File: src/logic/pmd_bank_pkg.sv
// package: register map, field positions and reset values of the module-disable bank
// Summary of operation
// RULE1: timer_off, bit 11 of disable one, switches the timer off when set.
// RULE2: quad_encoder_off, bit 10 of disable one, switches the encoder off when set.
// RULE3: pulse_width_off, bit 9 of disable one, switches the PWM off when set.
// RULE4: bits 7, 5, 3 of disable one switch off two-wire, async, sync serial.
// RULE5: converter_off, bit 0 of disable one, switches the converter off when set.
// RULE6: disable two bits 3..0 switch off capture/compare units four..one.
// RULE7: refclk_out_off, bit 3 of disable four, switches reference clock output off.
// RULE8: disable six bits 9 and 8 switch off DMA channels one and zero.
// RULE9: disable seven bits 10..8 switch off comparators three..one.
// RULE10: gain_amp_one_off, bit 1 of disable seven, switches amplifier one off.
// RULE11: disable eight bit 14 and bit 10 switch off amplifiers three and two.
// RULE12: disable eight bits 5..2 switch off logic cells four..one.
// RULE13: unimplemented bits read zero and ignore writes.
// RULE14: implemented bits are read/write and clear to zero at reset.
// RULE15: disable bits are writable only while lock register bit 11 is one.
// RULE16: a disabled peripheral has its clock gated and is held inactive.
package pmd_bank_pkg;

  // ----------------------------------------------------------------
  // register byte offsets
  // ----------------------------------------------------------------
  localparam logic [11:0] OFS_LOCK = 12'h000;
  localparam logic [11:0] OFS_ONE = 12'h004;
  localparam logic [11:0] OFS_TWO = 12'h008;
  localparam logic [11:0] OFS_FOUR = 12'h00C;
  localparam logic [11:0] OFS_SIX = 12'h010;
  localparam logic [11:0] OFS_SEVEN = 12'h014;
  localparam logic [11:0] OFS_EIGHT = 12'h018;

  localparam int REG_W = 16;
  localparam int NUM_REGS = 7;
  localparam int IDX_W = 3;

  // register indices inside the bank
  localparam logic [2:0] IDX_LOCK = 3'h0;
  localparam logic [2:0] IDX_ONE = 3'h1;
  localparam logic [2:0] IDX_TWO = 3'h2;
  localparam logic [2:0] IDX_FOUR = 3'h3;
  localparam logic [2:0] IDX_SIX = 3'h4;
  localparam logic [2:0] IDX_SEVEN = 3'h5;
  localparam logic [2:0] IDX_EIGHT = 3'h6;

  // ----------------------------------------------------------------
  // implemented-bit masks and reset value
  // ----------------------------------------------------------------
  localparam logic [15:0] MASK_LOCK = 16'h0800;
  localparam logic [15:0] MASK_ONE = 16'h0EA9;
  localparam logic [15:0] MASK_TWO = 16'h000F;
  localparam logic [15:0] MASK_FOUR = 16'h0008;
  localparam logic [15:0] MASK_SIX = 16'h0300;
  localparam logic [15:0] MASK_SEVEN = 16'h0702;
  localparam logic [15:0] MASK_EIGHT = 16'h443C;
  localparam logic [15:0] RST_VAL = 16'h0000;

  // ----------------------------------------------------------------
  // field positions
  // ----------------------------------------------------------------
  localparam int B_PERMIT = 11;
  localparam int B_TIMER = 11;
  localparam int B_QUAD = 10;
  localparam int B_PWM = 9;
  localparam int B_TWO_WIRE = 7;
  localparam int B_ASYNC = 5;
  localparam int B_SYNC = 3;
  localparam int B_CONV = 0;
  localparam int B_CAPCOMP_LO = 0;
  localparam int B_REFCLK = 3;
  localparam int B_DMA_LO = 8;
  localparam int B_CMP_LO = 8;
  localparam int B_GAIN_ONE = 1;
  localparam int B_GAIN_TWO = 10;
  localparam int B_GAIN_THREE = 14;
  localparam int B_CELL_LO = 2;

  localparam int N_CAPCOMP = 4;
  localparam int N_DMA = 2;
  localparam int N_CMP = 3;
  localparam int N_CELL = 4;

  localparam logic [31:0] ZERO_WORD = 32'h0000_0000;

endpackage : pmd_bank_pkg

File: src/logic/pmd_bank.sv
// module-disable register bank on APB, with per-peripheral off and clock-gate enables
//
// Implementation choices: the register offsets and register access over APB.
`timescale 1ns/1ps
module pmd_bank (
  input wire logic SYS_CLK,
  input wire logic ARST_N,
  input wire logic PSEL,
  input wire logic PENABLE,
  input wire logic PWRITE,
  input wire logic [11:0] PADDR,
  input wire logic [31:0] PWDATA,
  input wire logic [3:0] PSTRB,
  output logic [31:0] PRDATA,
  output logic PREADY,
  output logic PSLVERR,
  output logic TIMER_OFF,
  output logic QUAD_ENCODER_OFF,
  output logic PULSE_WIDTH_OFF,
  output logic TWO_WIRE_OFF,
  output logic ASYNC_SERIAL_OFF,
  output logic SYNC_SERIAL_OFF,
  output logic CONVERTER_OFF,
  output logic [3:0] CAPCOMP_OFF,
  output logic REFCLK_OUT_OFF,
  output logic [1:0] DMA_CHAN_OFF,
  output logic [2:0] COMPARATOR_OFF,
  output logic [2:0] GAIN_AMP_OFF,
  output logic [3:0] LOGIC_CELL_OFF,
  output logic [15:0] CLK_ENABLE_ONE,
  output logic [15:0] CLK_ENABLE_TWO,
  output logic [15:0] CLK_ENABLE_FOUR,
  output logic [15:0] CLK_ENABLE_SIX,
  output logic [15:0] CLK_ENABLE_SEVEN,
  output logic [15:0] CLK_ENABLE_EIGHT
);
  import pmd_bank_pkg::*;

  // ----------------------------------------------------------------
  // bus decode
  // ----------------------------------------------------------------
  logic [15:0] regs [NUM_REGS];
  logic [NUM_REGS-1:0] hit;
  logic [NUM_REGS-1:0] wr_en;
  logic access;
  logic wr_access;
  logic mapped;
  logic permit;
  logic lanes_ok;
  logic [15:0] wdata16;
  logic [15:0] rsel;
  logic [2:0] ridx;
  logic setup;
  logic pready_q;

  // the answer is built during setup, so pready, data and error all stand together
  assign setup = PSEL & ~PENABLE;
  // a write lands only at the edge where pready is sampled high
  assign access = PSEL & PENABLE & pready_q;
  assign wr_access = access & PWRITE;
  assign hit[IDX_LOCK] = (PADDR == OFS_LOCK);
  assign hit[IDX_ONE] = (PADDR == OFS_ONE);
  assign hit[IDX_TWO] = (PADDR == OFS_TWO);
  assign hit[IDX_FOUR] = (PADDR == OFS_FOUR);
  assign hit[IDX_SIX] = (PADDR == OFS_SIX);
  assign hit[IDX_SEVEN] = (PADDR == OFS_SEVEN);
  assign hit[IDX_EIGHT] = (PADDR == OFS_EIGHT);
  assign mapped = |hit;
  // a partial write to a 16-bit register is refused rather than half applied
  assign lanes_ok = (PSTRB[1:0] == 2'h3);
  assign wdata16 = PWDATA[15:0];

  // RULE15: permit gate
  // the lock register itself stays writable, otherwise it could never be opened
  assign permit = regs[IDX_LOCK][B_PERMIT];

  assign wr_en[IDX_LOCK] = wr_access & hit[IDX_LOCK] & lanes_ok;

  // ----------------------------------------------------------------
  // register storage
  // ----------------------------------------------------------------
  localparam logic [15:0] MASKS [NUM_REGS] = '{MASK_LOCK, MASK_ONE, MASK_TWO, MASK_FOUR,
                                               MASK_SIX, MASK_SEVEN, MASK_EIGHT};

  genvar gi;
  generate
    for (gi = 0; gi < NUM_REGS; gi++) begin : g_reg
      if (gi != IDX_LOCK) begin : g_wr
        // RULE15: refused while locked
        assign wr_en[gi] = wr_access & hit[gi] & lanes_ok & permit;
      end
      // RULE13: masked storage
      // RULE14: reset to zero
      pmd_reg_cell #(
        .MASK(MASKS[gi]),
        .RESET(RST_VAL)
      ) u_cell (
        .clk(SYS_CLK),
        .arst_n(ARST_N),
        .wr_en(wr_en[gi]),
        .wr_data(wdata16),
        .value(regs[gi])
      );
    end
  endgenerate

  // ----------------------------------------------------------------
  // read path
  // ----------------------------------------------------------------
  assign ridx = hit[IDX_ONE] ? IDX_ONE :
                hit[IDX_TWO] ? IDX_TWO :
                hit[IDX_FOUR] ? IDX_FOUR :
                hit[IDX_SIX] ? IDX_SIX :
                hit[IDX_SEVEN] ? IDX_SEVEN :
                hit[IDX_EIGHT] ? IDX_EIGHT : IDX_LOCK;
  // RULE13: zero above and in unimplemented bits
  assign rsel = mapped ? regs[ridx] : RST_VAL;

  logic [31:0] prdata_q;
  logic [31:0] prdata_d;
  logic pslverr_q;
  logic pslverr_d;

  assign prdata_d = (setup & ~PWRITE) ? {16'h0000, rsel} : ZERO_WORD;
  // errors: unmapped address, or a write that the lock or lanes refuse
  assign pslverr_d = setup & (~mapped |
                     (PWRITE & ~lanes_ok) |
                     (PWRITE & ~hit[IDX_LOCK] & ~permit));

  always_ff @(posedge SYS_CLK or negedge ARST_N) begin
    if (!ARST_N) begin
      prdata_q <= ZERO_WORD;
      pslverr_q <= 1'b0;
    end else begin
      prdata_q <= prdata_d;
      pslverr_q <= pslverr_d;
    end
  end

  // registered answers are ready in the first access cycle, no wait state
  always_ff @(posedge SYS_CLK or negedge ARST_N) begin
    if (!ARST_N) begin
      pready_q <= 1'b0;
    end else begin
      pready_q <= setup;
    end
  end

  assign PRDATA = prdata_q;
  assign PREADY = pready_q;
  assign PSLVERR = pslverr_q;

  // ----------------------------------------------------------------
  // disable outputs
  // ----------------------------------------------------------------
  logic [15:0] one_v;
  logic [15:0] two_v;
  logic [15:0] four_v;
  logic [15:0] six_v;
  logic [15:0] seven_v;
  logic [15:0] eight_v;

  assign one_v = regs[IDX_ONE];
  assign two_v = regs[IDX_TWO];
  assign four_v = regs[IDX_FOUR];
  assign six_v = regs[IDX_SIX];
  assign seven_v = regs[IDX_SEVEN];
  assign eight_v = regs[IDX_EIGHT];

  logic timer_off_q;
  logic quad_encoder_off_q;
  logic pulse_width_off_q;
  logic two_wire_off_q;
  logic async_serial_off_q;
  logic sync_serial_off_q;
  logic converter_off_q;
  logic [3:0] capcomp_off_q;
  logic refclk_out_off_q;
  logic [1:0] dma_chan_off_q;
  logic [2:0] comparator_off_q;
  logic [2:0] gain_amp_off_q;
  logic [3:0] logic_cell_off_q;
  logic [15:0] clk_en_q [6];

  always_ff @(posedge SYS_CLK or negedge ARST_N) begin
    if (!ARST_N) begin
      timer_off_q <= 1'b0;
      quad_encoder_off_q <= 1'b0;
      pulse_width_off_q <= 1'b0;
      two_wire_off_q <= 1'b0;
      async_serial_off_q <= 1'b0;
      sync_serial_off_q <= 1'b0;
      converter_off_q <= 1'b0;
      refclk_out_off_q <= 1'b0;
    end else begin
      // RULE1: timer off
      timer_off_q <= one_v[B_TIMER];
      // RULE2: encoder off
      quad_encoder_off_q <= one_v[B_QUAD];
      // RULE3: pwm off
      pulse_width_off_q <= one_v[B_PWM];
      // RULE4: serial modules off
      two_wire_off_q <= one_v[B_TWO_WIRE];
      async_serial_off_q <= one_v[B_ASYNC];
      sync_serial_off_q <= one_v[B_SYNC];
      // RULE5: converter off
      converter_off_q <= one_v[B_CONV];
      // RULE7: refclk output off
      refclk_out_off_q <= four_v[B_REFCLK];
    end
  end

  always_ff @(posedge SYS_CLK or negedge ARST_N) begin
    if (!ARST_N) begin
      capcomp_off_q <= 4'h0;
      dma_chan_off_q <= 2'h0;
      comparator_off_q <= 3'h0;
      gain_amp_off_q <= 3'h0;
      logic_cell_off_q <= 4'h0;
    end else begin
      // RULE6: capture/compare units off
      capcomp_off_q <= two_v[B_CAPCOMP_LO +: N_CAPCOMP];
      // RULE8: dma channels off
      dma_chan_off_q <= six_v[B_DMA_LO +: N_DMA];
      // RULE9: comparators off
      comparator_off_q <= seven_v[B_CMP_LO +: N_CMP];
      // RULE10: amplifier one
      // RULE11: amplifiers two and three
      gain_amp_off_q <= {eight_v[B_GAIN_THREE], eight_v[B_GAIN_TWO], seven_v[B_GAIN_ONE]};
      // RULE12: logic cells off
      logic_cell_off_q <= eight_v[B_CELL_LO +: N_CELL];
    end
  end

  // RULE16: clock enables gate off disabled peripherals
  // clock enable per bit: implemented bit and not disabled; unused bits stay low
  generate
    for (gi = 1; gi < NUM_REGS; gi++) begin : g_clken
      logic [15:0] en_q;
      always_ff @(posedge SYS_CLK or negedge ARST_N) begin
        if (!ARST_N) begin
          en_q <= MASKS[gi];
        end else begin
          en_q <= MASKS[gi] & ~regs[gi];
        end
      end
      assign clk_en_q[gi-1] = en_q;
    end
  endgenerate

  assign TIMER_OFF = timer_off_q;
  assign QUAD_ENCODER_OFF = quad_encoder_off_q;
  assign PULSE_WIDTH_OFF = pulse_width_off_q;
  assign TWO_WIRE_OFF = two_wire_off_q;
  assign ASYNC_SERIAL_OFF = async_serial_off_q;
  assign SYNC_SERIAL_OFF = sync_serial_off_q;
  assign CONVERTER_OFF = converter_off_q;
  assign CAPCOMP_OFF = capcomp_off_q;
  assign REFCLK_OUT_OFF = refclk_out_off_q;
  assign DMA_CHAN_OFF = dma_chan_off_q;
  assign COMPARATOR_OFF = comparator_off_q;
  assign GAIN_AMP_OFF = gain_amp_off_q;
  assign LOGIC_CELL_OFF = logic_cell_off_q;
  assign CLK_ENABLE_ONE = clk_en_q[0];
  assign CLK_ENABLE_TWO = clk_en_q[1];
  assign CLK_ENABLE_FOUR = clk_en_q[2];
  assign CLK_ENABLE_SIX = clk_en_q[3];
  assign CLK_ENABLE_SEVEN = clk_en_q[4];
  assign CLK_ENABLE_EIGHT = clk_en_q[5];

  // ----------------------------------------------------------------
  // checks
  // ----------------------------------------------------------------
  chk_locked_write_refused: assert property ( // RULE15
    @(posedge SYS_CLK) disable iff (!ARST_N)
    (wr_access & hit[IDX_ONE] & ~permit) |=> (regs[IDX_ONE] == $past(regs[IDX_ONE])))
    else $error("disable one changed while locked");

  chk_one_unimpl_zero: assert property ( // RULE13
    @(posedge SYS_CLK) disable iff (!ARST_N)
    (regs[IDX_ONE] & ~MASK_ONE) == RST_VAL)
    else $error("unimplemented bit set in disable one");

  chk_timer_follows: assert property ( // RULE1
    @(posedge SYS_CLK) disable iff (!ARST_N)
    $rose(one_v[B_TIMER]) |=> TIMER_OFF)
    else $error("timer off did not follow its bit");

  chk_cell_follows: assert property ( // RULE12
    @(posedge SYS_CLK) disable iff (!ARST_N)
    1'b1 |=> (LOGIC_CELL_OFF == $past(eight_v[B_CELL_LO +: N_CELL])))
    else $error("logic cell off mismatch");

  chk_permitted_write: assert property ( // RULE14
    @(posedge SYS_CLK) disable iff (!ARST_N)
    (wr_access & hit[IDX_TWO] & permit & lanes_ok) |=> (regs[IDX_TWO] == ($past(wdata16) & MASK_TWO)))
    else $error("permitted write not stored");

  chk_gain_map: assert property ( // RULE11
    @(posedge SYS_CLK) disable iff (!ARST_N)
    1'b1 |=> (GAIN_AMP_OFF[2] == $past(eight_v[B_GAIN_THREE]) &&
              GAIN_AMP_OFF[1] == $past(eight_v[B_GAIN_TWO]) &&
              GAIN_AMP_OFF[0] == $past(seven_v[B_GAIN_ONE])))
    else $error("amplifier off mismatch");

  chk_clock_gated: assert property ( // RULE16
    @(posedge SYS_CLK) disable iff (!ARST_N)
    TIMER_OFF |-> !CLK_ENABLE_ONE[B_TIMER])
    else $error("clock enabled on disabled timer");

  chk_dma_follows: assert property ( // RULE8
    @(posedge SYS_CLK) disable iff (!ARST_N)
    1'b1 |=> (DMA_CHAN_OFF == $past(six_v[B_DMA_LO +: N_DMA])))
    else $error("dma off mismatch");

  chk_read_data: assert property ( // RULE14
    @(posedge SYS_CLK) disable iff (!ARST_N)
    (setup & ~PWRITE & hit[IDX_ONE]) |=> (PRDATA == {RST_VAL, $past(regs[IDX_ONE])}))
    else $error("read data of disable one wrong");

  chk_unmapped_error: assert property ( // RULE13
    @(posedge SYS_CLK) disable iff (!ARST_N)
    (setup & ~mapped) |=> (PSLVERR && PRDATA == ZERO_WORD))
    else $error("unmapped access not refused");

  chk_lock_error: assert property ( // RULE15
    @(posedge SYS_CLK) disable iff (!ARST_N)
    (setup & PWRITE & mapped & ~hit[IDX_LOCK] & ~permit) |=> PSLVERR)
    else $error("locked write not flagged");

  chk_encoder_follows: assert property ( // RULE2
    @(posedge SYS_CLK) disable iff (!ARST_N)
    1'b1 |=> (QUAD_ENCODER_OFF == $past(one_v[B_QUAD])))
    else $error("encoder off mismatch");

  chk_serial_follows: assert property ( // RULE4
    @(posedge SYS_CLK) disable iff (!ARST_N)
    1'b1 |=> ({TWO_WIRE_OFF, ASYNC_SERIAL_OFF, SYNC_SERIAL_OFF} ==
              $past({one_v[B_TWO_WIRE], one_v[B_ASYNC], one_v[B_SYNC]})))
    else $error("serial off mismatch");

  chk_capcomp_follows: assert property ( // RULE6
    @(posedge SYS_CLK) disable iff (!ARST_N)
    1'b1 |=> (CAPCOMP_OFF == $past(two_v[B_CAPCOMP_LO +: N_CAPCOMP])))
    else $error("capture compare off mismatch");

  chk_refclk_follows: assert property ( // RULE7
    @(posedge SYS_CLK) disable iff (!ARST_N)
    1'b1 |=> (REFCLK_OUT_OFF == $past(four_v[B_REFCLK])))
    else $error("refclk off mismatch");

  chk_comparator_follows: assert property ( // RULE9
    @(posedge SYS_CLK) disable iff (!ARST_N)
    1'b1 |=> (COMPARATOR_OFF == $past(seven_v[B_CMP_LO +: N_CMP])))
    else $error("comparator off mismatch");

endmodule : pmd_bank

File: src/logic/pmd_reg_cell.sv
// one masked control register with a write-enable input
`timescale 1ns/1ps
module pmd_reg_cell #(
  parameter logic [15:0] MASK = 16'hFFFF,
  parameter logic [15:0] RESET = 16'h0000
) (
  input wire logic clk,
  input wire logic arst_n,
  input wire logic wr_en,
  input wire logic [15:0] wr_data,
  output logic [15:0] value
);

  logic [15:0] value_q;
  logic [15:0] value_d;

  // unimplemented positions never take a write
  assign value_d = (wr_data & MASK) | (value_q & ~MASK);

  always_ff @(posedge clk or negedge arst_n) begin
    if (!arst_n) begin
      value_q <= RESET & MASK;
    end else if (wr_en) begin
      value_q <= value_d & MASK;
    end
  end

  assign value = value_q;

endmodule : pmd_reg_cell
File: config.mk
export PLATFORM = sky130hd
export DESIGN_NAME = pmd_bank
export DESIGN_NICKNAME = d
export VERILOG_FILES = /design/src/logic/pmd_bank_pkg.sv /design/src/logic/pmd_bank.sv /design/src/logic/pmd_reg_cell.sv
export SDC_FILE = /design/constraint.sdc
export NUM_CORES = 1
export LEC_CHECK = 0
export BUFFER_PORTS_ARGS = -buffer_cell sky130_fd_sc_hd__buf_4
export CAP_MARGIN = 30
export CORE_UTILIZATION = 48
export DETAILED_ROUTE_END_ITERATION = 6
export PLACE_DENSITY = 0.86
export SYNTH_ARGS = -nofsm -noshare
export SYNTH_HDL_FRONTEND = slang
export SYNTH_SLANG_ARGS = --single-unit
File: constraint.sdc
create_clock -name SYS_CLK -period 2.6 [get_ports SYS_CLK]
set_clock_uncertainty 0.15 [all_clocks]
set_input_delay 0.26 -clock SYS_CLK [delete_from_list [all_inputs] [get_ports SYS_CLK]]
set_output_delay 0.26 -clock SYS_CLK [all_outputs]
set_load 0.05 [all_outputs]
==> flow_summary.yaml, run 1 <==
logic_synthesis:
  yosys.cell_count.top_type: "buf_4"
  ys_seq_area_share_pct: 59.5
  ys_async_sr_fraction_pct: 100
  synth-seq-cells: 87
  yosysUniqueCellTypes: 35
  synth_flop_cell: "dfrtp_1"
  synth.avg_cell_area_sq_um: 12.2
  synth.area.top_cells: "dfrtp_1 (43%), buf_4 (19%), dfstp_2 (17%)"
  synth_common_cells: "buf_4 (93), dfrtp_1 (63), inv_1 (27), dfstp_2 (24), mux2_2 (24)"
  post_synth_inst_count: 305
  synth_area_sq_mm: 0.00371
  yosys_warnings: 0
  synth_area_leader_cell: "dfrtp_1"
  synth_top_cell_area_share_pct: 42.5
  synth_edf_count: 0
route:
  drc: 0
  drt_iter0_drc: 132
  dr.pass1.iters: 4
  wl_um: 6950
  detail-route-antenna-nets: 0
  routed-via-count: 2299
  via_per_inst: 4.38
  wl_per_cell_um: 13.2
finish:
  fillCellCount: 552
  area_growth_pct: 22.6
  drive_above_1_share_pct: 39.7
  nets: 474
  postLayoutCellArea_sq_mm: 0.00455
  multiInputGateArea_sq_mm: 0.00102
  seqCellArea_sq_mm: 0.00221
  antenna_cells: 0
clocking:
  path_clk_slew_ns: 0.08
  cts_tree: "yes"
  clock-sinks: 87
  insertion_delay_ns: 0.35
  htreeDepth: 3
  cts_buffer_depth: 2
  cts-root-buf: "clkbuf_8"
  cts-resized-gates: 0
  cts_buffers: 9
die:
  io_pins: 207
  die_y_um: 89.9
  rows: 31
  coreArea_sq_mm: 0.00737
  start_util_pct: 50.3
  die-area_sq_mm: 0.00808
  dieWidth_um: 89.9
timing:
  timing.final.crit_share_pct: 83.9
  rsz0062_at_grt: "false"
  timing.max_slew.rel_slack_pct: 61.4
  setup-violations-final: 0
  fin_setup_tns_ns: 0
  hold_ws_ns: 0.0180
  slew_viol_final: 0
  max_freq_mhz: 458
  tightest_slew_ns: 0.575
  hold_viol: 0
  period_needed_ns: 2.18
grt:
  grt_pass1_wl_um: 10800
  antenna_found_initial: 0
  first_global_vias: 2141
  busiest_layer: "met2"
  met2_usage_pct: 31.3
  grt.overflow.total: 0
  grt_max_degree: 51
  met1_usage_pct: 19.9
  grt_use_total_pct: 17.5
  gr-usage-met3_pct: 5.16
placed_design:
  placed_area_sq_mm: 0.00422
  portBuffers: 92
  gp_congestion: 0.766
  dp_hpwl_um: 5150
critical_path:
  cp_max_fo: 4
  rrSetupSlack_ns: 0.53
  worstSetupPathType: "in2reg"
  r2r-start: "PREADY$_DFF_PN0_"
  crit_arrival_ns: 2.27
  required_ns: 2.68
  r2r_cells: 4
  cp-end-kind: "register"
  timing.rr.end: "g_reg[4].u_cell.value[8]$_DFFE_PN0P_"
  cp-start-kind: "primary input"
power:
  vdd_drop_max_uv: 294
  p_leak_nw: 2.34
  power_mw: 2.77
  powerDensity_mw_per_mm2: 610
flow_run:
  cap_violations: 0
hold_path:
  min_from: "PWDATA[11]"
  min_path_type: "in2reg"
  worstHoldPathCells: 2
  holdPathEnd: "g_reg[0].u_cell.value[11]$_DFFE_PN0P_"
status:
  status: "complete, no violations"
-- cells by family (layout without fill, tap and decap cells) --
| family | count (synthesis) | in the layout | synth area share (%) |
|---|---|---|---|
| AOI/OAI and AO/OA | 16 | 16 | 2.80 |
| and+or+nand+nor | 49 | 49 | 7.52 |
| buffers and inverters | 126 | 156 | 22.2 |
| DFF | 87 | 87 | 59.5 |
| other | 1 | 92 | 0.101 |
| muxes | 26 | 26 | 7.83 |
-- power breakdown --
part	switching [mW]	internal, mW
logic	0.355	0.0519
clock network	0.446	0.564
registers	0.000757	1.36
total	0.803	1.97
-- what timing repair did --
item,4_1_cts,5_1_grt
hold buffers,10,1
endpoints found under the hold margin,49,1
setup endpoints to repair,0,0
setup buffers,0,0
-- final cells by class --
type,count,share of cell area [%]
tap,99,2.72
multi-input combinational,183,22.4
inverter,27,2.23
clock buffer,10,3.03
timing repair buffer,113,19.3
clock inverter,6,1.84
sequential,87,48.5
-- flip-flops by register name, summed over array words and instances (netlist names), 2 cells and up --
name              flops
CLK_ENABLE_SEVEN      4
DMA_CHAN_OFF          2
CAPCOMP_OFF           4
PRDATA               12
CLK_ENABLE_EIGHT      6
GAIN_AMP_OFF          3
LOGIC_CELL_OFF        4
CLK_ENABLE_SIX        2
g.u_cell.value       25
COMPARATOR_OFF        3
CLK_ENABLE_TWO        4
CLK_ENABLE_ONE        7
-- metrics by stage --
stage	util (%)	setup slack [ns]	instances
after global routing	61.7	0.395	525
after CTS	61.6	0.435	524
after detailed placement	57.2	0.0684	498
final	61.7	0.419	525
after floorplan	-	0.302	396
after global placement	57.2	0.106	498
-- worst max-delay path by stage --
stage / start / endpoint
after global placement: PADDR[1] / g_reg[4].u_cell.value[9]$_DFFE_PN0P_
after floorplan: PADDR[1] / g_reg[4].u_cell.value[8]$_DFFE_PN0P_
after CTS: PADDR[1] / g_reg[4].u_cell.value[8]$_DFFE_PN0P_
after global routing: PADDR[9] / g_reg[4].u_cell.value[8]$_DFFE_PN0P_
final: PADDR[1] / g_reg[4].u_cell.value[8]$_DFFE_PN0P_
after detailed placement: PADDR[1] / g_reg[4].u_cell.value[8]$_DFFE_PN0P_
-- placed cells by master, fill, tap and decap left out, types with 4 or more instances in the layout --
cell and instances:
nand2_1 10, dlygate4sd3_1 11, nor3_1 7, nand3_1 7, buf_4 102, inv_1 27, dfstp_2 24, clkbuf_8 10
conb_1 92, a21oi_1 5, mux2_2 24, dfrtp_1 63, nand4_1 4
-- per-layer routing --
layer / part of all wire [%] / routed length, um
met5: 0 / 0
met4: 1.6 / 113
met1: 36 / 2520
met3: 8.5 / 593
met2: 53 / 3710
-- critical path: stages --
cell and delay, ns:
buf_4 0.11, or4_4 0.56, or4_1 0.54, nor4b_2 0.40
mux2_2 0.39
Note: power is estimated with default switching activity, not from simulation.
==> inputs of run 2 (changes only) <==
--- a/config.mk
+++ b/config.mk
@@ -7,9 +7,9 @@
 export LEC_CHECK = 0
 export BUFFER_PORTS_ARGS = -buffer_cell sky130_fd_sc_hd__buf_4
 export CAP_MARGIN = 30
-export CORE_UTILIZATION = 48
+export CORE_UTILIZATION = 44
 export DETAILED_ROUTE_END_ITERATION = 6
-export PLACE_DENSITY = 0.86
+export PLACE_DENSITY = 0.8
 export SYNTH_ARGS = -nofsm -noshare
 export SYNTH_HDL_FRONTEND = slang
 export SYNTH_SLANG_ARGS = --single-unit
==> constraint.sdc (replaced) <==
create_clock -name SYS_CLK -period 2.1 [get_ports SYS_CLK]
set_clock_uncertainty 0.15 [all_clocks]
set_input_delay 0.21 -clock SYS_CLK [delete_from_list [all_inputs] [get_ports SYS_CLK]]
set_output_delay 0.21 -clock SYS_CLK [all_outputs]
set_load 0.05 [all_outputs]
==> flow_summary.yaml, run 2 (same netlist as run 1, synthesis figures left out) <==
critical_path:
  cp-end-kind: "register"
  crit_arrival_ns: 2.12
  worstSetupPathType: "in2reg"
  r2r_cells: 6
  required_ns: 2.18
  cp-start-kind: "primary input"
  cp_max_fo: 4
clocking:
  htreeDepth: 3
  cts_buffer_depth: 2
  cts_tree: "yes"
  cts-root-buf: "clkbuf_8"
  insertion_delay_ns: 0.35
  cts-resized-gates: 0
  path_clk_slew_ns: 0.08
  clock-sinks: 87
  cts_buffers: 9
die:
  die-area_sq_mm: 0.00880
  rows: 33
  start_util_pct: 45.4
  die_y_um: 93.8
  dieWidth_um: 93.8
  io_pins: 207
  coreArea_sq_mm: 0.00818
grt:
  first_global_vias: 2289
  grt_use_total_pct: 17.4
  grt.overflow.total: 0
  antenna_found_initial: 0
  grt_pass1_wl_um: 11100
  grt_max_degree: 55
finish:
  final_common_cell: "buf_4"
  drive_above_1_share_pct: 40.4
  nets: 489
  area_growth_pct: 27.5
  largest_register_ffs: 25
  postLayoutCellArea_sq_mm: 0.00473
  antenna_cells: 0
  final_cell_mix: "buf_4 (110), conb_1 (92), dfrtp_1 (62), inv_1 (27)"
placed_design:
  gp_congestion: 0.791
  placed_area_sq_mm: 0.00432
  portBuffers: 92
  dp_hpwl_um: 5320
route:
  wl_um: 7340
  detail-route-antenna-nets: 0
  drc: 0
  dr.pass1.iters: 4
  via_per_inst: 4.39
  routed-via-count: 2397
  wl_per_cell_um: 13.4
  drt_iter0_drc: 73
timing:
  period_needed_ns: 2.04
  max_freq_mhz: 490
  slew_viol_final: 0
  setup-violations-final: 0
  hold_viol: 0
  rsz0062_at_grt: "false"
  timing.final.crit_share_pct: 97.2
power:
  vdd_drop_max_uv: 358
  power_mw: 3.56
  p_leak_nw: 2.41
  powerDensity_mw_per_mm2: 754
hold_path:
  min_path_type: "in2reg"
  worstHoldPathCells: 3
status:
  status: "complete, no violations"
flow_run:
  cap_violations: 0
## run 2: changes by cell type in the layout (fill, tap and decap cells not counted), moves of 2 or more
cell / before / now
buf_4: 102 / 110
dlygate4sd3_1: 11 / 17
clkinv_2: 3 / 0
clkbuf_1: 0 / 2
## run 2: critical path: stages
cell and delay [ns]:
buf_4 0.11, or4_4 0.53, or4_1 0.61, nor4b_4 0.29
mux2_2 0.37
## run 2: through the flow
stage          util, %  setup slack (ns)  TNS [ns]  hold WS, ns  cells
2_1_floorplan        -            -0.123    -0.298       -0.236    396
5_1_grt           57.8            0.0272         0      0.00534    546
3_5_place_dp      52.8            -0.303     -4.17      -0.0738    513
3_3_place_gp      52.8            -0.266     -3.75      -0.0779    513
6_report          57.8            0.0590         0       0.0209    546
4_1_cts           57.8            0.0661         0      0.00311    546
## run 2: report_power, final
group	internal [mW]	total [mW]	switching [mW]
Sequential	1.68	1.68	0.00135
Clock	0.795	1.36	0.563
Combinational	0.0783	0.524	0.446
Total	2.55	3.56	1.01
## run 2: layout make-up
class / count / area (sq um)
clock inverters: 5 / 108
multi-input cells: 183 / 1030
flip-flops and latches: 87 / 2210
fillers: 668 / 3450
clock buffers: 11 / 131
well taps: 105 / 131
inverters: 27 / 101
repair buffers: 128 / 1020
## run 2: final timing paths
kind	start	end	slack, ns
min reg2reg	g_reg[1].u_cell.value[9]$_DFFE_PN0P_	PULSE_WIDTH_OFF$_DFF_PN0_	0.26
max reg2reg	PREADY$_DFF_PN0_	g_reg[1].u_cell.value[3]$_DFFE_PN0P_	0.29
min in group asynchronous	ARST_N	g_reg[6].u_cell.value[14]$_DFFE_PN0P_	0.11
max in group asynchronous	ARST_N	CLK_ENABLE_ONE[7]$_DFF_PN1_	1.11
min	PWRITE	PSLVERR$_DFF_PN0_	0.02
max	PADDR[1]	g_reg[4].u_cell.value[9]$_DFFE_PN0P_	0.06
## run 2: routing by layer
layer | up-vias | track usage [%] | routed length (um)
li1 | 1076 | - | -
met5 | - | 0 | 0
met3 | 15 | 6.15 | 671
met4 | 0 | 7.05 | 146
met1 | 1154 | 17.9 | 2600
met2 | 152 | 31.9 | 3920
## run 2: what timing repair did
| action | in CTS | in global routing |
|---|---|---|
| setup buffers | 0 | 0 |
| hold buffers | 17 | 0 |
| hold endpoints to repair | 95 | 0 |
